===== config.mk =====
export PLATFORM = sky130hd
export DESIGN_NAME = card_host_irq_fifo_regs
export DESIGN_NICKNAME = d
export VERILOG_FILES = /design/src/shared/card_host_pkg.sv /design/src/logic/two_entry_buffer.sv /design/src/logic/card_host_irq_fifo_regs.sv
export SDC_FILE = /design/constraint.sdc
export NUM_CORES = 1
export LEC_CHECK = 0
export BUFFER_PORTS_ARGS = -buffer_cell sky130_fd_sc_hd__clkbuf_2
export CORE_MARGIN = 4
export CORE_UTILIZATION = 47
export CTS_BUF_LIST = sky130_fd_sc_hd__clkbuf_4 sky130_fd_sc_hd__clkbuf_8
export DETAILED_ROUTE_END_ITERATION = 16
export PLACE_DENSITY = 0.82
export SLEW_MARGIN = 40
export SYNTH_ARGS = -nofsm -noshare
export SYNTH_HDL_FRONTEND = slang
export SYNTH_HIERARCHICAL = 1
export SYNTH_SLANG_ARGS = --single-unit
export TNS_END_PERCENT = 20

===== constraint.sdc =====
create_clock -name clk -period 1.75 [get_ports clk]
set_input_delay 0.175 -clock clk [delete_from_list [all_inputs] [get_ports clk]]
set_output_delay 0.175 -clock clk [all_outputs]
set_load 0.005 [all_outputs]

===== src/shared/card_host_pkg.sv =====
/*
  Shared constants and carriers of the card host register slice:
  special-function register addresses, event flag bit positions,
  reset values and the packed structs that carry register requests, engine events and FIFO levels.
  Assumes an 8-bit special-function register space.
*/
package card_host_pkg;

  // ************************************************************
  // Register addresses in special-function register space
  // ************************************************************
  localparam logic [7:0] ADDR_DATA_PORT    = 8'hdc;
  localparam logic [7:0] ADDR_COMMAND_PORT = 8'hdd;
  localparam logic [7:0] ADDR_EVENT_MASK   = 8'hdf;
  localparam logic [7:0] ADDR_EVENT_FLAGS  = 8'he7;
  localparam logic [7:0] ADDR_CLOCK_DIV    = 8'hed;

  // ************************************************************
  // Event flag and mask bit positions
  // ************************************************************
  localparam int BIT_CARD_BUSY     = 7;
  localparam int BIT_RESPONSE_DONE = 6;
  localparam int BIT_COMMAND_DONE  = 5;
  localparam int BIT_FRAME_DONE    = 4;
  localparam int BIT_SECOND_FULL   = 3;
  localparam int BIT_FIRST_FULL    = 2;
  localparam int BIT_SECOND_EMPTY  = 1;
  localparam int BIT_FIRST_EMPTY   = 0;
  localparam int EVENT_COUNT       = 8;

  // ************************************************************
  // Reset values
  // ************************************************************
  localparam logic [7:0] MASK_RESET      = 8'hff;
  localparam logic [7:0] PORT_RESET      = 8'hff;
  localparam logic [7:0] FLAGS_RESET     = 8'h00;
  localparam logic [7:0] DIVIDER_RESET   = 8'h00;
  localparam logic [7:0] UNMAPPED_READ   = 8'h00;
  localparam logic [7:0] COUNT_ZERO      = 8'h00;
  localparam logic [7:0] COUNT_STEP      = 8'h01;

  // Software access toward the register slice, one cycle wide.
  typedef struct packed {
    logic [7:0] addr;
    logic       wr;
    logic       rd;
    logic [7:0] wdata;
  } sfr_req_s;

  // One-cycle completion strobes from the command and data engines.
  typedef struct packed {
    logic response_done;
    logic command_done;
    logic frame_done;
  } engine_events_s;

  // Live levels of the two data FIFOs; index 0 is the first FIFO.
  typedef struct packed {
    logic [1:0] full;
    logic [1:0] empty;
  } fifo_levels_s;

endpackage : card_host_pkg


===== src/logic/two_entry_buffer.sv =====
/*
  Two-entry buffer with valid and ready on both sides.
  The head entry drives the output directly, so out_data and
  out_valid come from flip-flops. Assumes a single clock domain.
*/
`timescale 1ns/1ns
module two_entry_buffer #(
  parameter int WIDTH = 8,
  parameter int DEPTH = 2
) (
  input  wire logic             clk,
  input  wire logic             rst_n,
  input  wire logic [WIDTH-1:0] in_data,
  input  wire logic             in_valid,
  output logic                  in_ready,
  output logic      [WIDTH-1:0] out_data,
  output logic                  out_valid,
  input  wire logic             out_ready
);

  // Only the head-plus-spare structure is built.
  initial
  begin
    if (DEPTH != 2 || WIDTH < 1)
      $error("two_entry_buffer supports DEPTH 2 and WIDTH of at least 1");
  end

  logic [WIDTH-1:0] spare_q;
  logic             spare_valid_q;
  logic             push;
  logic             pop;

  // Ready is the spare slot being free, so no word is ever overwritten.
  assign push = in_valid & in_ready;
  assign pop  = out_valid & out_ready;

  // Head and spare move together; a pop refills the head from the spare.
  always_ff @(posedge clk or negedge rst_n)
  begin
    if (!rst_n)
    begin
      out_data      <= '0;
      out_valid     <= 1'b0;
      spare_q       <= '0;
      spare_valid_q <= 1'b0;
      in_ready      <= 1'b1;
    end
    else if (pop)
    begin
      if (spare_valid_q)
      begin
        out_data      <= spare_q;
        spare_valid_q <= 1'b0;
        in_ready      <= 1'b1;
      end
      else if (push)
        out_data <= in_data;
      else
        out_valid <= 1'b0;
    end
    else if (push)
    begin
      if (!out_valid)
      begin
        out_data  <= in_data;
        out_valid <= 1'b1;
      end
      else
      begin
        spare_q       <= in_data;
        spare_valid_q <= 1'b1;
        in_ready      <= 1'b0;
      end
    end
  end

endmodule : two_entry_buffer


===== src/logic/card_host_irq_fifo_regs.sv =====
/*
  Register slice of the card host controller: event flags and mask,
  the command and data FIFO access ports and the card clock divider.
  Assumes a special-function register port on the peripheral clock,
  engine strobes and FIFO levels on that clock, and a busy level that
  comes straight from the card data pin.
*/
// Function
// Busy flag bit 7 sets on each busy edge, clears on flag read.
// Response-done flag bit 6 sets at response end, clears on flag read.
// Command-done flag bit 5 sets at command end, clears on flag read.
// Frame-done flag bit 4 sets at transfer end, clears on flag read.
// Second-full flag bit 3 sets when full, drops when that FIFO empties.
// First-full flag bit 2 sets when full, drops when that FIFO empties.
// Second-empty flag bit 1 sets when empty, drops when that FIFO fills.
// First-empty flag bit 0 sets when empty, drops when that FIFO fills.
// A flag reaches the interrupt only when its mask bit is zero; mask resets ones.
// Writing the command register pushes the byte toward the command FIFO.
// Reading the command register returns the next response FIFO byte.
// Data register writes enqueue transmit bytes, reads dequeue received bytes.
// An 8-bit divider register sets the card clock frequency.
// Clock and controller run only while the clock enable is set.
// Busy status mirrors the card busy line; its edges set the busy flag.
// Interrupt is OR of all flags each ANDed with its inverted mask.
// Card clock divides the peripheral clock: half period is divider plus one.
`timescale 1ns/1ns
module card_host_irq_fifo_regs #(
  parameter int          DATA_WIDTH    = 8,
  parameter logic [7:0]  DIVIDER_START = card_host_pkg::DIVIDER_RESET
) (
  input  wire logic                          clk,
  input  wire logic                          rst_n,
  input  wire card_host_pkg::sfr_req_s       sfr_req,
  output logic                [7:0]          sfr_rdata,
  input  wire logic                          controller_clock_enable,
  input  wire logic                          card_busy_pin,
  input  wire card_host_pkg::engine_events_s engine_events,
  input  wire card_host_pkg::fifo_levels_s   fifo_levels,
  output logic                [7:0]          command_byte,
  output logic                               command_valid,
  input  wire logic                          command_ready,
  output logic                               command_space,
  input  wire logic           [7:0]          response_byte,
  output logic                               response_pop,
  output logic                [7:0]          data_byte,
  output logic                               data_valid,
  input  wire logic                          data_ready,
  output logic                               data_space,
  input  wire logic           [7:0]          receive_byte,
  output logic                               receive_pop,
  output logic                               card_busy_status,
  output logic                               card_clock,
  output logic                               controller_irq
);

  initial
  begin
    if (DATA_WIDTH != 8)
      $error("card_host_irq_fifo_regs serves 8-bit register data only");
  end

  // ************************************************************
  // Register access decode
  // ************************************************************

  logic wr_data;
  logic wr_command;
  logic wr_mask;
  logic wr_divider;
  logic rd_data;
  logic rd_command;
  logic rd_flags;

  // Each strobe is one cycle wide, so each decode is a one-cycle pulse.
  always_comb
  begin
    wr_data    = 1'b0;
    wr_command = 1'b0;
    wr_mask    = 1'b0;
    wr_divider = 1'b0;
    if (sfr_req.wr)
    begin
      if (sfr_req.addr == card_host_pkg::ADDR_DATA_PORT)
        wr_data = 1'b1;
      else if (sfr_req.addr == card_host_pkg::ADDR_COMMAND_PORT)
        wr_command = 1'b1;
      else if (sfr_req.addr == card_host_pkg::ADDR_EVENT_MASK)
        wr_mask = 1'b1;
      else if (sfr_req.addr == card_host_pkg::ADDR_CLOCK_DIV)
        wr_divider = 1'b1;
    end
  end

  // Read decode is kept apart so a read never looks like a write.
  always_comb
  begin
    rd_data    = 1'b0;
    rd_command = 1'b0;
    rd_flags   = 1'b0;
    if (sfr_req.rd)
    begin
      if (sfr_req.addr == card_host_pkg::ADDR_DATA_PORT)
        rd_data = 1'b1;
      else if (sfr_req.addr == card_host_pkg::ADDR_COMMAND_PORT)
        rd_command = 1'b1;
      else if (sfr_req.addr == card_host_pkg::ADDR_EVENT_FLAGS)
        rd_flags = 1'b1;
    end
  end

  // ************************************************************
  // Mask and divider registers
  // ************************************************************

  logic [7:0] mask_q;
  logic [7:0] divider_q;

  // Every source starts masked so no stray event interrupts at start-up.
  always_ff @(posedge clk or negedge rst_n)
  begin
    if (!rst_n)
      mask_q <= card_host_pkg::MASK_RESET;
    else if (wr_mask)
      mask_q <= sfr_req.wdata;
  end

  // The divider may be rewritten at any time; the new value takes
  // effect at once, since the running count is compared with it every cycle.
  always_ff @(posedge clk or negedge rst_n)
  begin
    if (!rst_n)
      divider_q <= DIVIDER_START;
    else if (wr_divider)
      divider_q <= sfr_req.wdata;
  end

  // ************************************************************
  // Card busy line synchroniser
  // ************************************************************

  logic busy_meta_q;
  logic busy_sync_q;
  logic busy_edge;

  // Two flip-flops before any logic; the status flop is the third stage.
  always_ff @(posedge clk or negedge rst_n)
  begin
    if (!rst_n)
    begin
      busy_meta_q      <= 1'b0;
      busy_sync_q      <= 1'b0;
      card_busy_status <= 1'b0;
    end
    else
    begin
      busy_meta_q      <= card_busy_pin;
      busy_sync_q      <= busy_meta_q;
      card_busy_status <= busy_sync_q;
    end
  end

  // Entry into and exit from busy both count as events.
  assign busy_edge = busy_sync_q ^ card_busy_status;

  // ************************************************************
  // Event flags
  // ************************************************************

  logic [7:0] flags_q;
  logic [7:0] flags_set;
  logic [7:0] flags_clr;
  logic [1:0] full_prev_q;
  logic [1:0] empty_prev_q;
  logic       run;

  // Levels are compared with the previous cycle so only a change counts.
  always_ff @(posedge clk or negedge rst_n)
  begin
    if (!rst_n)
    begin
      full_prev_q  <= '0;
      empty_prev_q <= '1;
    end
    else if (run)
    begin
      full_prev_q  <= fifo_levels.full;
      empty_prev_q <= fifo_levels.empty;
    end
  end

  // While the enable is low nothing may set a flag, freezing the state.
  assign run = controller_clock_enable;

  // Set and clear terms for every flag.
  always_comb
  begin
    flags_set = 8'h00;
    flags_clr = 8'h00;
    flags_set[card_host_pkg::BIT_CARD_BUSY]     = run & busy_edge;
    flags_set[card_host_pkg::BIT_RESPONSE_DONE] = run & engine_events.response_done;
    flags_set[card_host_pkg::BIT_COMMAND_DONE]  = run & engine_events.command_done;
    flags_set[card_host_pkg::BIT_FRAME_DONE]    = run & engine_events.frame_done;
    flags_clr[card_host_pkg::BIT_CARD_BUSY]     = rd_flags;
    flags_clr[card_host_pkg::BIT_RESPONSE_DONE] = rd_flags;
    flags_clr[card_host_pkg::BIT_COMMAND_DONE]  = rd_flags;
    flags_clr[card_host_pkg::BIT_FRAME_DONE]    = rd_flags;
    flags_set[card_host_pkg::BIT_SECOND_FULL]   = run & fifo_levels.full[1] & ~full_prev_q[1];
    flags_clr[card_host_pkg::BIT_SECOND_FULL]   = run & fifo_levels.empty[1] & ~empty_prev_q[1];
    flags_set[card_host_pkg::BIT_FIRST_FULL]    = run & fifo_levels.full[0] & ~full_prev_q[0];
    flags_clr[card_host_pkg::BIT_FIRST_FULL]    = run & fifo_levels.empty[0] & ~empty_prev_q[0];
    flags_set[card_host_pkg::BIT_SECOND_EMPTY]  = run & fifo_levels.empty[1] & ~empty_prev_q[1];
    flags_clr[card_host_pkg::BIT_SECOND_EMPTY]  = run & fifo_levels.full[1] & ~full_prev_q[1];
    flags_set[card_host_pkg::BIT_FIRST_EMPTY]   = run & fifo_levels.empty[0] & ~empty_prev_q[0];
    flags_clr[card_host_pkg::BIT_FIRST_EMPTY]   = run & fifo_levels.full[0] & ~full_prev_q[0];
  end

  // A set in the same cycle as a clear wins, so no event is lost to a read.
  generate
    for (genvar i = 0; i < card_host_pkg::EVENT_COUNT; i++)
    begin : g_flag
      always_ff @(posedge clk or negedge rst_n)
      begin
        if (!rst_n)
          flags_q[i] <= card_host_pkg::FLAGS_RESET[i];
        else if (flags_set[i])
          flags_q[i] <= 1'b1;
        else if (flags_clr[i])
          flags_q[i] <= 1'b0;
      end
    end
  endgenerate

  // Registered interrupt request, one cycle behind the flags.
  always_ff @(posedge clk or negedge rst_n)
  begin
    if (!rst_n)
      controller_irq <= 1'b0;
    else
      controller_irq <= |(flags_q & ~mask_q);
  end

  // ************************************************************
  // Transmit buffers toward the command and data engines
  // ************************************************************

  // A write while the buffer is full is dropped; software must watch
  // the space output, since the port has no wait state to offer.
  two_entry_buffer #(
    .WIDTH     (DATA_WIDTH),
    .DEPTH     (2)
  ) u_command_buffer (
    .clk       (clk),
    .rst_n     (rst_n),
    .in_data   (sfr_req.wdata),
    .in_valid  (wr_command),
    .in_ready  (command_space),
    .out_data  (command_byte),
    .out_valid (command_valid),
    .out_ready (command_ready & run)
  );

  // Data bytes queue the same way; the engine stalls by holding ready low.
  two_entry_buffer #(
    .WIDTH     (DATA_WIDTH),
    .DEPTH     (2)
  ) u_data_buffer (
    .clk       (clk),
    .rst_n     (rst_n),
    .in_data   (sfr_req.wdata),
    .in_valid  (wr_data),
    .in_ready  (data_space),
    .out_data  (data_byte),
    .out_valid (data_valid),
    .out_ready (data_ready & run)
  );

  // ************************************************************
  // Read data and receive pops
  // ************************************************************

  // The command port reads the response FIFO, never the written byte.
  always_ff @(posedge clk or negedge rst_n)
  begin
    if (!rst_n)
      sfr_rdata <= card_host_pkg::PORT_RESET;
    else if (rd_command)
      sfr_rdata <= response_byte;
    else if (rd_data)
      sfr_rdata <= receive_byte;
    else if (rd_flags)
      sfr_rdata <= flags_q;
    else if (sfr_req.rd && sfr_req.addr == card_host_pkg::ADDR_EVENT_MASK)
      sfr_rdata <= mask_q;
    else if (sfr_req.rd && sfr_req.addr == card_host_pkg::ADDR_CLOCK_DIV)
      sfr_rdata <= divider_q;
    else if (sfr_req.rd)
      sfr_rdata <= card_host_pkg::UNMAPPED_READ;
  end

  // Pops go out in the cycle the byte is captured, so the FIFO
  // advances exactly once per read.
  always_ff @(posedge clk or negedge rst_n)
  begin
    if (!rst_n)
    begin
      response_pop <= 1'b0;
      receive_pop  <= 1'b0;
    end
    else
    begin
      response_pop <= rd_command;
      receive_pop  <= rd_data;
    end
  end

  // ************************************************************
  // Card clock divider
  // ************************************************************

  logic [7:0] div_count_q;

  // Half period is divider plus one cycles; a stopped clock rests low.
  always_ff @(posedge clk or negedge rst_n)
  begin
    if (!rst_n)
    begin
      div_count_q <= card_host_pkg::COUNT_ZERO;
      card_clock  <= 1'b0;
    end
    else if (!run)
    begin
      div_count_q <= card_host_pkg::COUNT_ZERO;
      card_clock  <= 1'b0;
    end
    else if (div_count_q >= divider_q)
    begin
      div_count_q <= card_host_pkg::COUNT_ZERO;
      card_clock  <= ~card_clock;
    end
    else
      div_count_q <= div_count_q + card_host_pkg::COUNT_STEP;
  end

endmodule : card_host_irq_fifo_regs


==> out/results.tsv, run 1 <==
metric	value	unit
Antenna Violating Nets Remaining	0	
Placed Area	0.00513	sq mm
Clock transition at path regs	90	ps
Fillers	719	
yosys warns	6	
Main synth FF type	dfrtp_1	
critical path peak fanout	4	
sequential-to-total area share from yosys stat	51.4	%
syn avg cell area	11.2	sq um
worst min-delay path class	in -> reg	
First DRT Iteration DRCs	244	
DIE AREA	0.0109	sq mm
WP data required	1990	ps
Power Density	737	mW/mm^2
post-synth cell types	46	
DRC viols	0	
routability cong.	0.901	
most frequent cells in the layout	clkbuf_2, dfrtp_1, mux2_2, o21ai_0, buf_4	
Cell Count, Final, Fillers Out	617	
final setup violation count	0	
first-pass GRT wire length	17.3	mm
Worst EP arrival	1970	ps
Critical Path Start Type	flip-flop	
dpl hpwl	7.94	mm
fraction of layout cells with a size suffix above 1	41.3	%
area grow syn2layout	21.9	%
clock buffer count from CTS	9	
Final Hold Fails	0	
Pleak	2.59	nW
synthesized area	0.00438	sq mm
via count	3471	
number of global-route vias before repair	3484	
initial antenna violation count	0	
I/O pin cnt	80	
Placed Cells incl. Taps	599	
Tot Pwr	3.93	mW
Slew Viols, Final	0	
slew margin rel.	65.6	%
clk_lat worst skew	350	ps
antenna cell count	0	
fin nets	560	
Crit Path Category	reg -> reg	
htree depth	3	
Final Util	60.0	%
VDD IR max	0.327	mV
width of the die	105	um
Core ar.	0.00889	sq mm
number of port buffers	79	
asr flop ratio synth	100	%
final hold slack	45.3	ps
total track usage	19.7	%
RSZ-0062 raised after global routing	yes	
Final min period	1730	ps
top cell type by total area after synthesis	dfrtp_1	
skew final	12.5	ps
postcts setup bufs	0	
Max clock buf depth	2	
outcome	completed	
Mapped Nets	446	
drt total wl	10.4	mm
Synth Instances	390	
drt first pass iters	5	
Via-to-Cell Ratio	5.63	
Synth area leaders	dfrtp_1, dfstp_2, mux2_2	
Post-synth EDFFs	0	
clock sinks	89	
Worst setup EP type	flip-flop	
# Max-Cap Violations	0	
FP Rows	34	
CTS root buf	clkbuf_8	
commonest non-fill, non-tap cell in the layout	clkbuf_2	
final period utilization	98.6	%
Die Ht	105	um
measured slew at the worst slew-check pin	514	ps
#FFs+latches synth	89	
Initial Utilization	49.2	%
TritonCTS clock tree	yes	
Fmax	0.580	GHz
grt total ovfl	0	
largest net degree at the start of global routing	35	
share of the synthesized area in the top cell type	39.4	%
Design Area, Final	0.00534	sq mm
drt wl/cell	16.8	um
==> final timing paths <==
check                                      start                   endpoint  slack, ps  depth (start not counted)
worst min-delay path            engine_events[1]                 flags_q[5]         50                          2
worst min register to register       busy_meta_q                busy_sync_q        360                          0
worst max-delay path              div_count_q[3]                 card_clock         20                          5
min in group asynchronous                  rst_n  u_data_buffer/out_data[0]        290                          2
worst max register to register    div_count_q[3]                 card_clock         20                          5
max in group asynchronous                  rst_n            empty_prev_q[1]        760                          3
==> layer usage <==
layer | wire (um) | vias up | track usage (%)
met2 | 4830 | 114 | 30.4
met1 | 4700 | 1715 | 27.4
met3 | 628 | 18 | 4.16
met5 | 0 | - | 0
met4 | 214 | 0 | 7.31
li1 | - | 1624 | -
==> critical path: stages (launching register included) <==
cell and delay, ps:
dfrtp_1 430, ha_1 300, o21a_1 150, nor2_2 50
o41ai_4 360, mux2_4 330
==> state kept, by name, summed over array words and instances, names as in the netlist <==
name                            flops
divider_q                           8
u_command_buffer/spare_valid_q      1
u_command_buffer/out_valid          1
div_count_q                         8
receive_pop                         1
u_data_buffer/out_data              8
u_data_buffer/spare_q               8
u_data_buffer/in_ready              1
sfr_rdata                           8
card_busy_status                    1
u_command_buffer/in_ready           1
u_data_buffer/spare_valid_q         1
busy_meta_q                         1
u_data_buffer/out_valid             1
u_command_buffer/spare_q            8
empty_prev_q                        2
card_clock                          1
busy_sync_q                         1
flags_q                             8
controller_irq                      1
mask_q                              8
full_prev_q                         2
response_pop                        1
u_command_buffer/out_data           8
==> synth_stat cells (2+ instances only) <==
cell type	number
nand2_1	21
and4b_1	2
nor2b_4	2
o22ai_1	4
and3_1	3
buf_4	4
a21oi_4	2
o2bb2ai_1	8
and2_1	10
a21oi_1	11
nor2_1	27
clkbuf_1	8
nand3_4	3
nor2b_1	2
inv_1	34
a22oi_1	8
nand3_1	6
o21ai_0	36
a31oi_1	2
dfstp_2	20
nand2_2	2
nand4_1	11
dfrtp_1	69
ha_1	9
a22o_1	14
a2bb2oi_1	6
xor2_1	6
mux2_2	42
==> power breakdown <==
group | switching (mW) | leakage (nW) | total, mW | internal, mW
sequential | 0.0549 | 1.10 | 2.19 | 2.14
clock | 0.737 | 0.0922 | 1.29 | 0.557
combinational | 0.241 | 1.40 | 0.446 | 0.206
==> per-stage QoR <==
stage / setup TNS, ps / setup WS, ps
global placement: -733 / -121
CTS: 0 / 18.7
detailed placement: -1100 / -150
global route: -18.3 / -18.3
floorplan: -43.8 / -8.76
finish: 0 / 24.7
==> final cells by class <==
class	count	area [sq um]	area share (%)
sequential	89	2250	42.2
multi-input combinational	253	1940	36.4
timing repair buffer	116	693	13.0
clock buffer	10	138	2.58
tap	108	135	2.53
inverter	35	131	2.46
clock inverter	6	43.8	0.821
==> cells by family (layout without fill, tap and decap cells) <==
logic type / count (synthesis) / count (layout) / synth area share (%)
AOI/OAI and AO/OA: 95 / 95 / 15.6
xor gates and xnor gates: 7 / 7 / 1.40
adders and majority gates: 9 / 9 / 2.57
buffers and inverters: 48 / 167 / 4.49
DFF: 89 / 89 / 51.4
muxes: 43 / 43 / 11.1
and+or+nand+nor: 99 / 99 / 13.3
==> what timing repair did <==
item,CTS,global route
setup endpoints to repair,0,1
hold buffers,2,0
hold endpoints to repair,30,0
gates resized for setup,0,1
(Power assumes the default switching activity.)
==> run 2, diff against run 1 <==
--- a/config.mk
+++ b/config.mk
@@ -11,6 +11,7 @@
 export CTS_BUF_LIST = sky130_fd_sc_hd__clkbuf_4 sky130_fd_sc_hd__clkbuf_8
 export DETAILED_ROUTE_END_ITERATION = 16
 export PLACE_DENSITY = 0.82
+export RECOVER_POWER = 25
 export SLEW_MARGIN = 40
 export SYNTH_ARGS = -nofsm -noshare
 export SYNTH_HDL_FRONTEND = slang
==> run 2 against run 1 <==
Net effect:
- clock-buffer cell count unchanged
- cell count unchanged
- global-route usage unchanged
- non-clock buffer count did not move
- register-to-register slack barely moved
- sequential cell count unchanged
- fmax up 0.19%
- largest power group unchanged
- highest routed layer unchanged
==> out/results.tsv, run 2 (synthesis results as in run 1) <==
metric	value	unit	change
number of port buffers	79		unchanged
skew final	10.8	ps	-1.64 ps
drt wl/cell	16.8	um	-0.14%
final hold slack	38.5	ps	-6.77 ps
antenna cell count	0		unchanged
worst hold path depth	2		unchanged
CTS root buf	clkbuf_8		
Clock transition at path regs	90	ps	about the same
total track usage	19.7	%	unchanged
Max clock buf depth	2		unchanged
I/O pin cnt	80		unchanged
Tot Pwr	3.93	mW	-0.12%
Antenna Violating Nets Remaining	0		unchanged
RSZ-0062 raised after global routing	yes		
setup TNS	0	ps	unchanged
Die Ht	105	um	unchanged
first-pass GRT wire length	17.3	mm	unchanged
worst min-delay path class	in -> reg		
final setup violation count	0		unchanged
commonest non-fill, non-tap cell in the layout	clkbuf_2		
drt total wl	10.4	mm	-0.14%
Power Density	739	mW/mm^2	+0.23%
critical path peak fanout	4		unchanged
Crit Path Category	reg -> reg		
First DRT Iteration DRCs	277		+14%
Worst EP arrival	1970	ps	about the same
DRC viols	0		unchanged
htree depth	3		unchanged
WP data required	2000	ps	about the same
R2R cell count	5		unchanged
Final Hold Fails	0		unchanged
DIE AREA	0.0109	sq mm	unchanged
Critical Path Start Type	flip-flop		
fraction of layout cells with a size suffix above 1	40.9	%	-0.39 points
Hold Crit Endpoint	flags_q[5]		
Slew Viols, Final	0		unchanged
flop2flop setup slack	30	ps	about the same
clock sinks	89		unchanged
area grow syn2layout	21.5	%	
FP Rows	34		unchanged
VDD IR max	0.327	mV	about the same
initial antenna violation count	0		unchanged
drt first pass iters	4		-1
dpl hpwl	7.94	mm	unchanged
measured slew at the worst slew-check pin	830	ps	+316 ps
Fmax	0.581	GHz	+0.19%
worst flop-to-flop path startpoint	div_count_q[3]		
Via-to-Cell Ratio	5.58		-0.84%
width of the die	105	um	unchanged
most frequent cells in the layout	clkbuf_2, dfrtp_1, mux2_2, o21ai_0, inv_1		
grt total ovfl	0		unchanged
Final min period	1720	ps	-3.31 ps
slew margin rel.	44.7	%	-21 points
Pleak	2.58	nW	-0.37%
largest net degree at the start of global routing	35		unchanged
TritonCTS clock tree	yes		
routability cong.	0.901		unchanged
Core ar.	0.00889	sq mm	unchanged
clock buffer count from CTS	9		unchanged
final period utilization	98.4	%	-0.19 points
HP Start	engine_events[1]		
number of global-route vias before repair	3484		unchanged
reg2reg end	card_clock		
fin nets	560		unchanged
Worst setup EP type	flip-flop		
outcome	completed		
# Max-Cap Violations	0		unchanged
Initial Utilization	49.2	%	unchanged
via count	3442		-0.84%
clk_lat worst skew	360	ps	about the same
==> run 2: cell types whose count changed in the layout (fill, tap and decap cells not counted) <==
cell	delta
buf_12	-1
buf_4	-3
clkbuf_1	+1
clkbuf_2	+1
clkbuf_4	+2
dfstp_1	+1
dfstp_2	-1
==> run 2: worst max path at each step <==
| stage | start | end | slack (ps) | cells past startpoint |
|---|---|---|---|---|
| final | div_count_q[3] | card_clock | 30 | 5 |
| after global routing | div_count_q[3] | card_clock | -20 | 5 |
| after CTS | div_count_q[3] | card_clock | 20 | 5 |
| after detailed placement | sfr_req[15] | u_data_buffer/out_data[2] | -150 | 8 |
| after global placement | sfr_req[15] | u_data_buffer/out_data[7] | -120 | 8 |
| after floorplan | sfr_req[15] | u_data_buffer/out_data[2] | -9 | 7 |
==> run 2: repair_timing <==
item,4_1_cts,5_1_grt
endpoints found under the hold margin,30,0
hold buffers,2,0
resized for setup,0,1
setup buffers,0,0
endpoints found under the setup margin,0,1
==> run 2: area by class of cell <==
class / instances / area [sq um]
Fill cell: 724 / 3570
Sequential cell: 89 / 2250
Timing Repair Buffer: 116 / 674
Tap cell: 108 / 135
Inverter: 35 / 131
Clock buffer: 10 / 138
Clock inverter: 6 / 43.8
Multi-Input combinational cell: 253 / 1940
==> run 2: through the flow <==
| stage | utilization [%] | cell area, sq um | instances | worst slack (ps) |
|---|---|---|---|---|
| after floorplan | - | 4390 | 390 | -8.76 |
| after global placement | 57.7 | 5130 | 599 | -121 |
| after detailed placement | 57.7 | 5130 | 599 | -150 |
| after CTS | 60.0 | 5330 | 617 | 18.7 |
| after global routing | 59.8 | 5320 | 617 | -18.3 |
| final | 59.8 | 5320 | 617 | 28.0 |
==> run 2: report_power, final <==
group	internal [mW]	switching [mW]
sequential	2.14	0.0544
clock	0.557	0.739
combinational	0.201	0.241
==> run 2: per-layer routing <==
metal / part of all wire [%] / up-vias / GRT usage, % / wire [um]
li1: - / 1625 / - / -
met1: 45 / 1687 / 27.4 / 4710
met2: 46 / 108 / 30.4 / 4790
met3: 6.1 / 22 / 4.16 / 628
met4: 2.3 / 0 / 7.31 / 237
met5: 0 / - / 0 / 0
==> run 2: critical path: stages (launching register included) <==
cell     delay (ps)
dfrtp_1         430
ha_1            300
o21a_1          150
nor2_2           50
o41ai_4         360
mux2_4          330
==> run 3, diff against run 2 <==
--- a/config.mk
+++ b/config.mk
@@ -10,6 +10,7 @@
 export CORE_UTILIZATION = 47
 export CTS_BUF_LIST = sky130_fd_sc_hd__clkbuf_4 sky130_fd_sc_hd__clkbuf_8
 export DETAILED_ROUTE_END_ITERATION = 16
+export MAX_ROUTING_LAYER = met4
 export PLACE_DENSITY = 0.82
 export RECOVER_POWER = 25
 export SLEW_MARGIN = 40
==> run 3 against run 2 <==
Net effect:
- sequential power about the same
- routed wire length rose by 0.32%
- clock power about the same
- first-iteration DRC count is 8.3% higher
- non-clock buffer count unchanged
- sequential cell count unchanged
- total power is essentially flat
- clock-buffer cell count did not move
- fmax shrank 0.19%
- critical path depth unchanged
- critical endpoint unchanged
- largest cell class unchanged
- largest power group unchanged
==> out/results.tsv, run 3 (synthesis results as in run 1) <==
metric	value	unit	change
outcome	completed		
TritonCTS clock tree	yes		
final setup violation count	0		unchanged
area grow syn2layout	21.5	%	unchanged
DIE AREA	0.0109	sq mm	unchanged
reg2reg end	card_clock		
grt total ovfl	0		unchanged
worst flop-to-flop path startpoint	div_count_q[3]		
grt met3 use	3.72	%	-0.43 points
htree depth	3		unchanged
critical path peak fanout	4		unchanged
Pleak	2.58	nW	unchanged
Crit path max-delay family	compound AO/OA/AOI/OAI gates		
number of global-route vias before repair	3481		-0.086%
Comb power frac	11.2	%	about the same
Die Ht	105	um	unchanged
via count	3438		-0.12%
crit path buf inv count	0		unchanged
FP Rows	34		unchanged
met1 usage	27.7	%	+0.28 points
worst hold path depth	2		unchanged
WP data required	1990	ps	about the same
GRT busiest layer	met2		
critical path's slowest cell	dfrtp_1		
fraction of layout cells with a size suffix above 1	40.9	%	unchanged
sw power	1.03	mW	-0.18%
Antenna Violating Nets Remaining	0		unchanged
Power Density	739	mW/mm^2	about the same
R2R cell count	5		unchanged
Final Hold Fails	0		unchanged
sequential power share	55.8	%	about the same
drt first pass iters	4		unchanged
first-pass GRT wire length	17.3	mm	about the same
crit-path cells	ha_1 > o21a_1 > nor2_2 > o41ai_4 > mux2_4		
largest stage delay on the critical path	430	ps	about the same
Final WS setup	24.8	ps	-3.20 ps
slew margin rel.	44.2	%	-0.43 points
Clock transition at path regs	90	ps	about the same
initial antenna violation count	0		unchanged
Fillers	724		unchanged
DRC viols	0		unchanged
width of the die	105	um	unchanged
dpl hpwl	7.94	mm	unchanged
largest net degree at the start of global routing	35		unchanged
VDD IR max	0.327	mV	about the same
fin nets	560		unchanged
Fmax	0.580	GHz	-0.19%
Crit Path Category	reg -> reg		
antenna cell count	0		unchanged
Worst EP arrival	1970	ps	about the same
Hold Crit Endpoint	flags_q[5]		
Slew Viols, Final	0		unchanged
I/O pin cnt	80		unchanged
worst min-delay path class	in -> reg		
internal power	2.90	mW	about the same
First DRT Iteration DRCs	300		+8.3%
skew final	10.8	ps	-0.0223 ps
sw frac	26.3	%	-0.038 points
drt wl/cell	16.9	um	+0.32%
Setup WS pre-CTS	-150	ps	unchanged
commonest non-fill, non-tap cell in the layout	clkbuf_2		
final period utilization	98.6	%	+0.18 points
Worst setup EP type	flip-flop		
Critical Path Start Type	flip-flop		
clock sinks	89		unchanged
routability cong.	0.916		+1.7%
most frequent cells in the layout	clkbuf_2, dfrtp_1, mux2_2, o21ai_0, inv_1		
HP Start	engine_events[1]		
clock buffer count from CTS	9		unchanged
measured slew at the worst slew-check pin	837	ps	+6.43 ps
flop2flop setup slack	20	ps	about the same
Via-to-Cell Ratio	5.57		-0.12%
Final Util	59.8	%	unchanged
met2 global-route usage	30.4	%	unchanged
number of port buffers	79		unchanged
total track usage	20.3	%	+0.60 points
clk_lat worst skew	350	ps	about the same
Core ar.	0.00889	sq mm	unchanged
Worst path depth	5		unchanged
Clk pwr share	32.9	%	about the same
RSZ-0062 raised after global routing	yes		
# Max-Cap Violations	0		unchanged
Max clock buf depth	2		unchanged
Final min period	1730	ps	+3.20 ps
drt total wl	10.4	mm	+0.32%
postcts setup bufs	0		unchanged
CTS root buf	clkbuf_8		
Initial Utilization	49.2	%	unchanged
[run 3: worst max path at each step]
| stage | end | slack [ps] | start |
|---|---|---|---|
| after global placement | u_data_buffer/out_data[7] | -120 | sfr_req[15] |
| after CTS | card_clock | 20 | div_count_q[3] |
| final | card_clock | 20 | div_count_q[3] |
| after floorplan | u_data_buffer/out_data[2] | -9 | sfr_req[15] |
| after global routing | card_clock | -20 | div_count_q[3] |
| after detailed placement | u_data_buffer/out_data[2] | -150 | sfr_req[15] |
[run 3: stage by stage]
stage / power, mW / instance area (sq um) / setup TNS, ps / hold slack [ps] / std cells
floorplan: 2.43 / 4390 / -43.8 / -121 / 390
finish: 3.93 / 5320 / 0 / 44.2 / 617
global route: 4.11 / 5320 / -18.3 / 38.7 / 617
CTS: 3.98 / 5330 / 0 / 29.5 / 617
global placement: 2.66 / 5130 / -733 / 151 / 599
detailed placement: 2.68 / 5130 / -1100 / 159 / 599
[run 3: area by class of cell]
class | instances | area, sq um | area share [%]
flip-flops and latches | 89 | 2250 | 42.4
multi-input cells | 253 | 1940 | 36.5
repair buffers | 116 | 674 | 12.7
clock buffers | 10 | 138 | 2.59
well taps | 108 | 135 | 2.54
inverters | 35 | 131 | 2.47
clock inverters | 6 | 43.8 | 0.824
[run 3: what timing repair did]
action / in CTS / in global routing
hold endpoints to repair: 30 / 0
hold buffers: 2 / 0
gates resized for setup: 0 / 1
setup endpoints to repair: 0 / 1
[run 3: power by group through the flow]
stage | clock [mW] | combinational, mW | sequential [mW]
2_1_floorplan | 0 | 0.206 | 2.22
6_report | 1.29 | 0.441 | 2.19
5_1_grt | 1.42 | 0.492 | 2.21
4_1_cts | 1.33 | 0.451 | 2.20
3_3_place_gp | 0 | 0.430 | 2.23
3_5_place_dp | 0 | 0.443 | 2.23
[run 3: routing by layer]
| layer | up-vias | wire length, um | part of all wire, % |
|---|---|---|---|
| met5 | - | 0 | 0 |
| met4 | 0 | 196 | 1.9 |
| met3 | 15 | 554 | 5.3 |
| met2 | 107 | 4890 | 47 |
| met1 | 1692 | 4760 | 46 |
| li1 | 1624 | - | - |
[run 3: worst register-to-register path: stages (launching register included)]
cell and delay (ps):
dfrtp_1 430, ha_1 300, o21a_1 150, nor2_2 50
o41ai_4 360, mux2_4 330
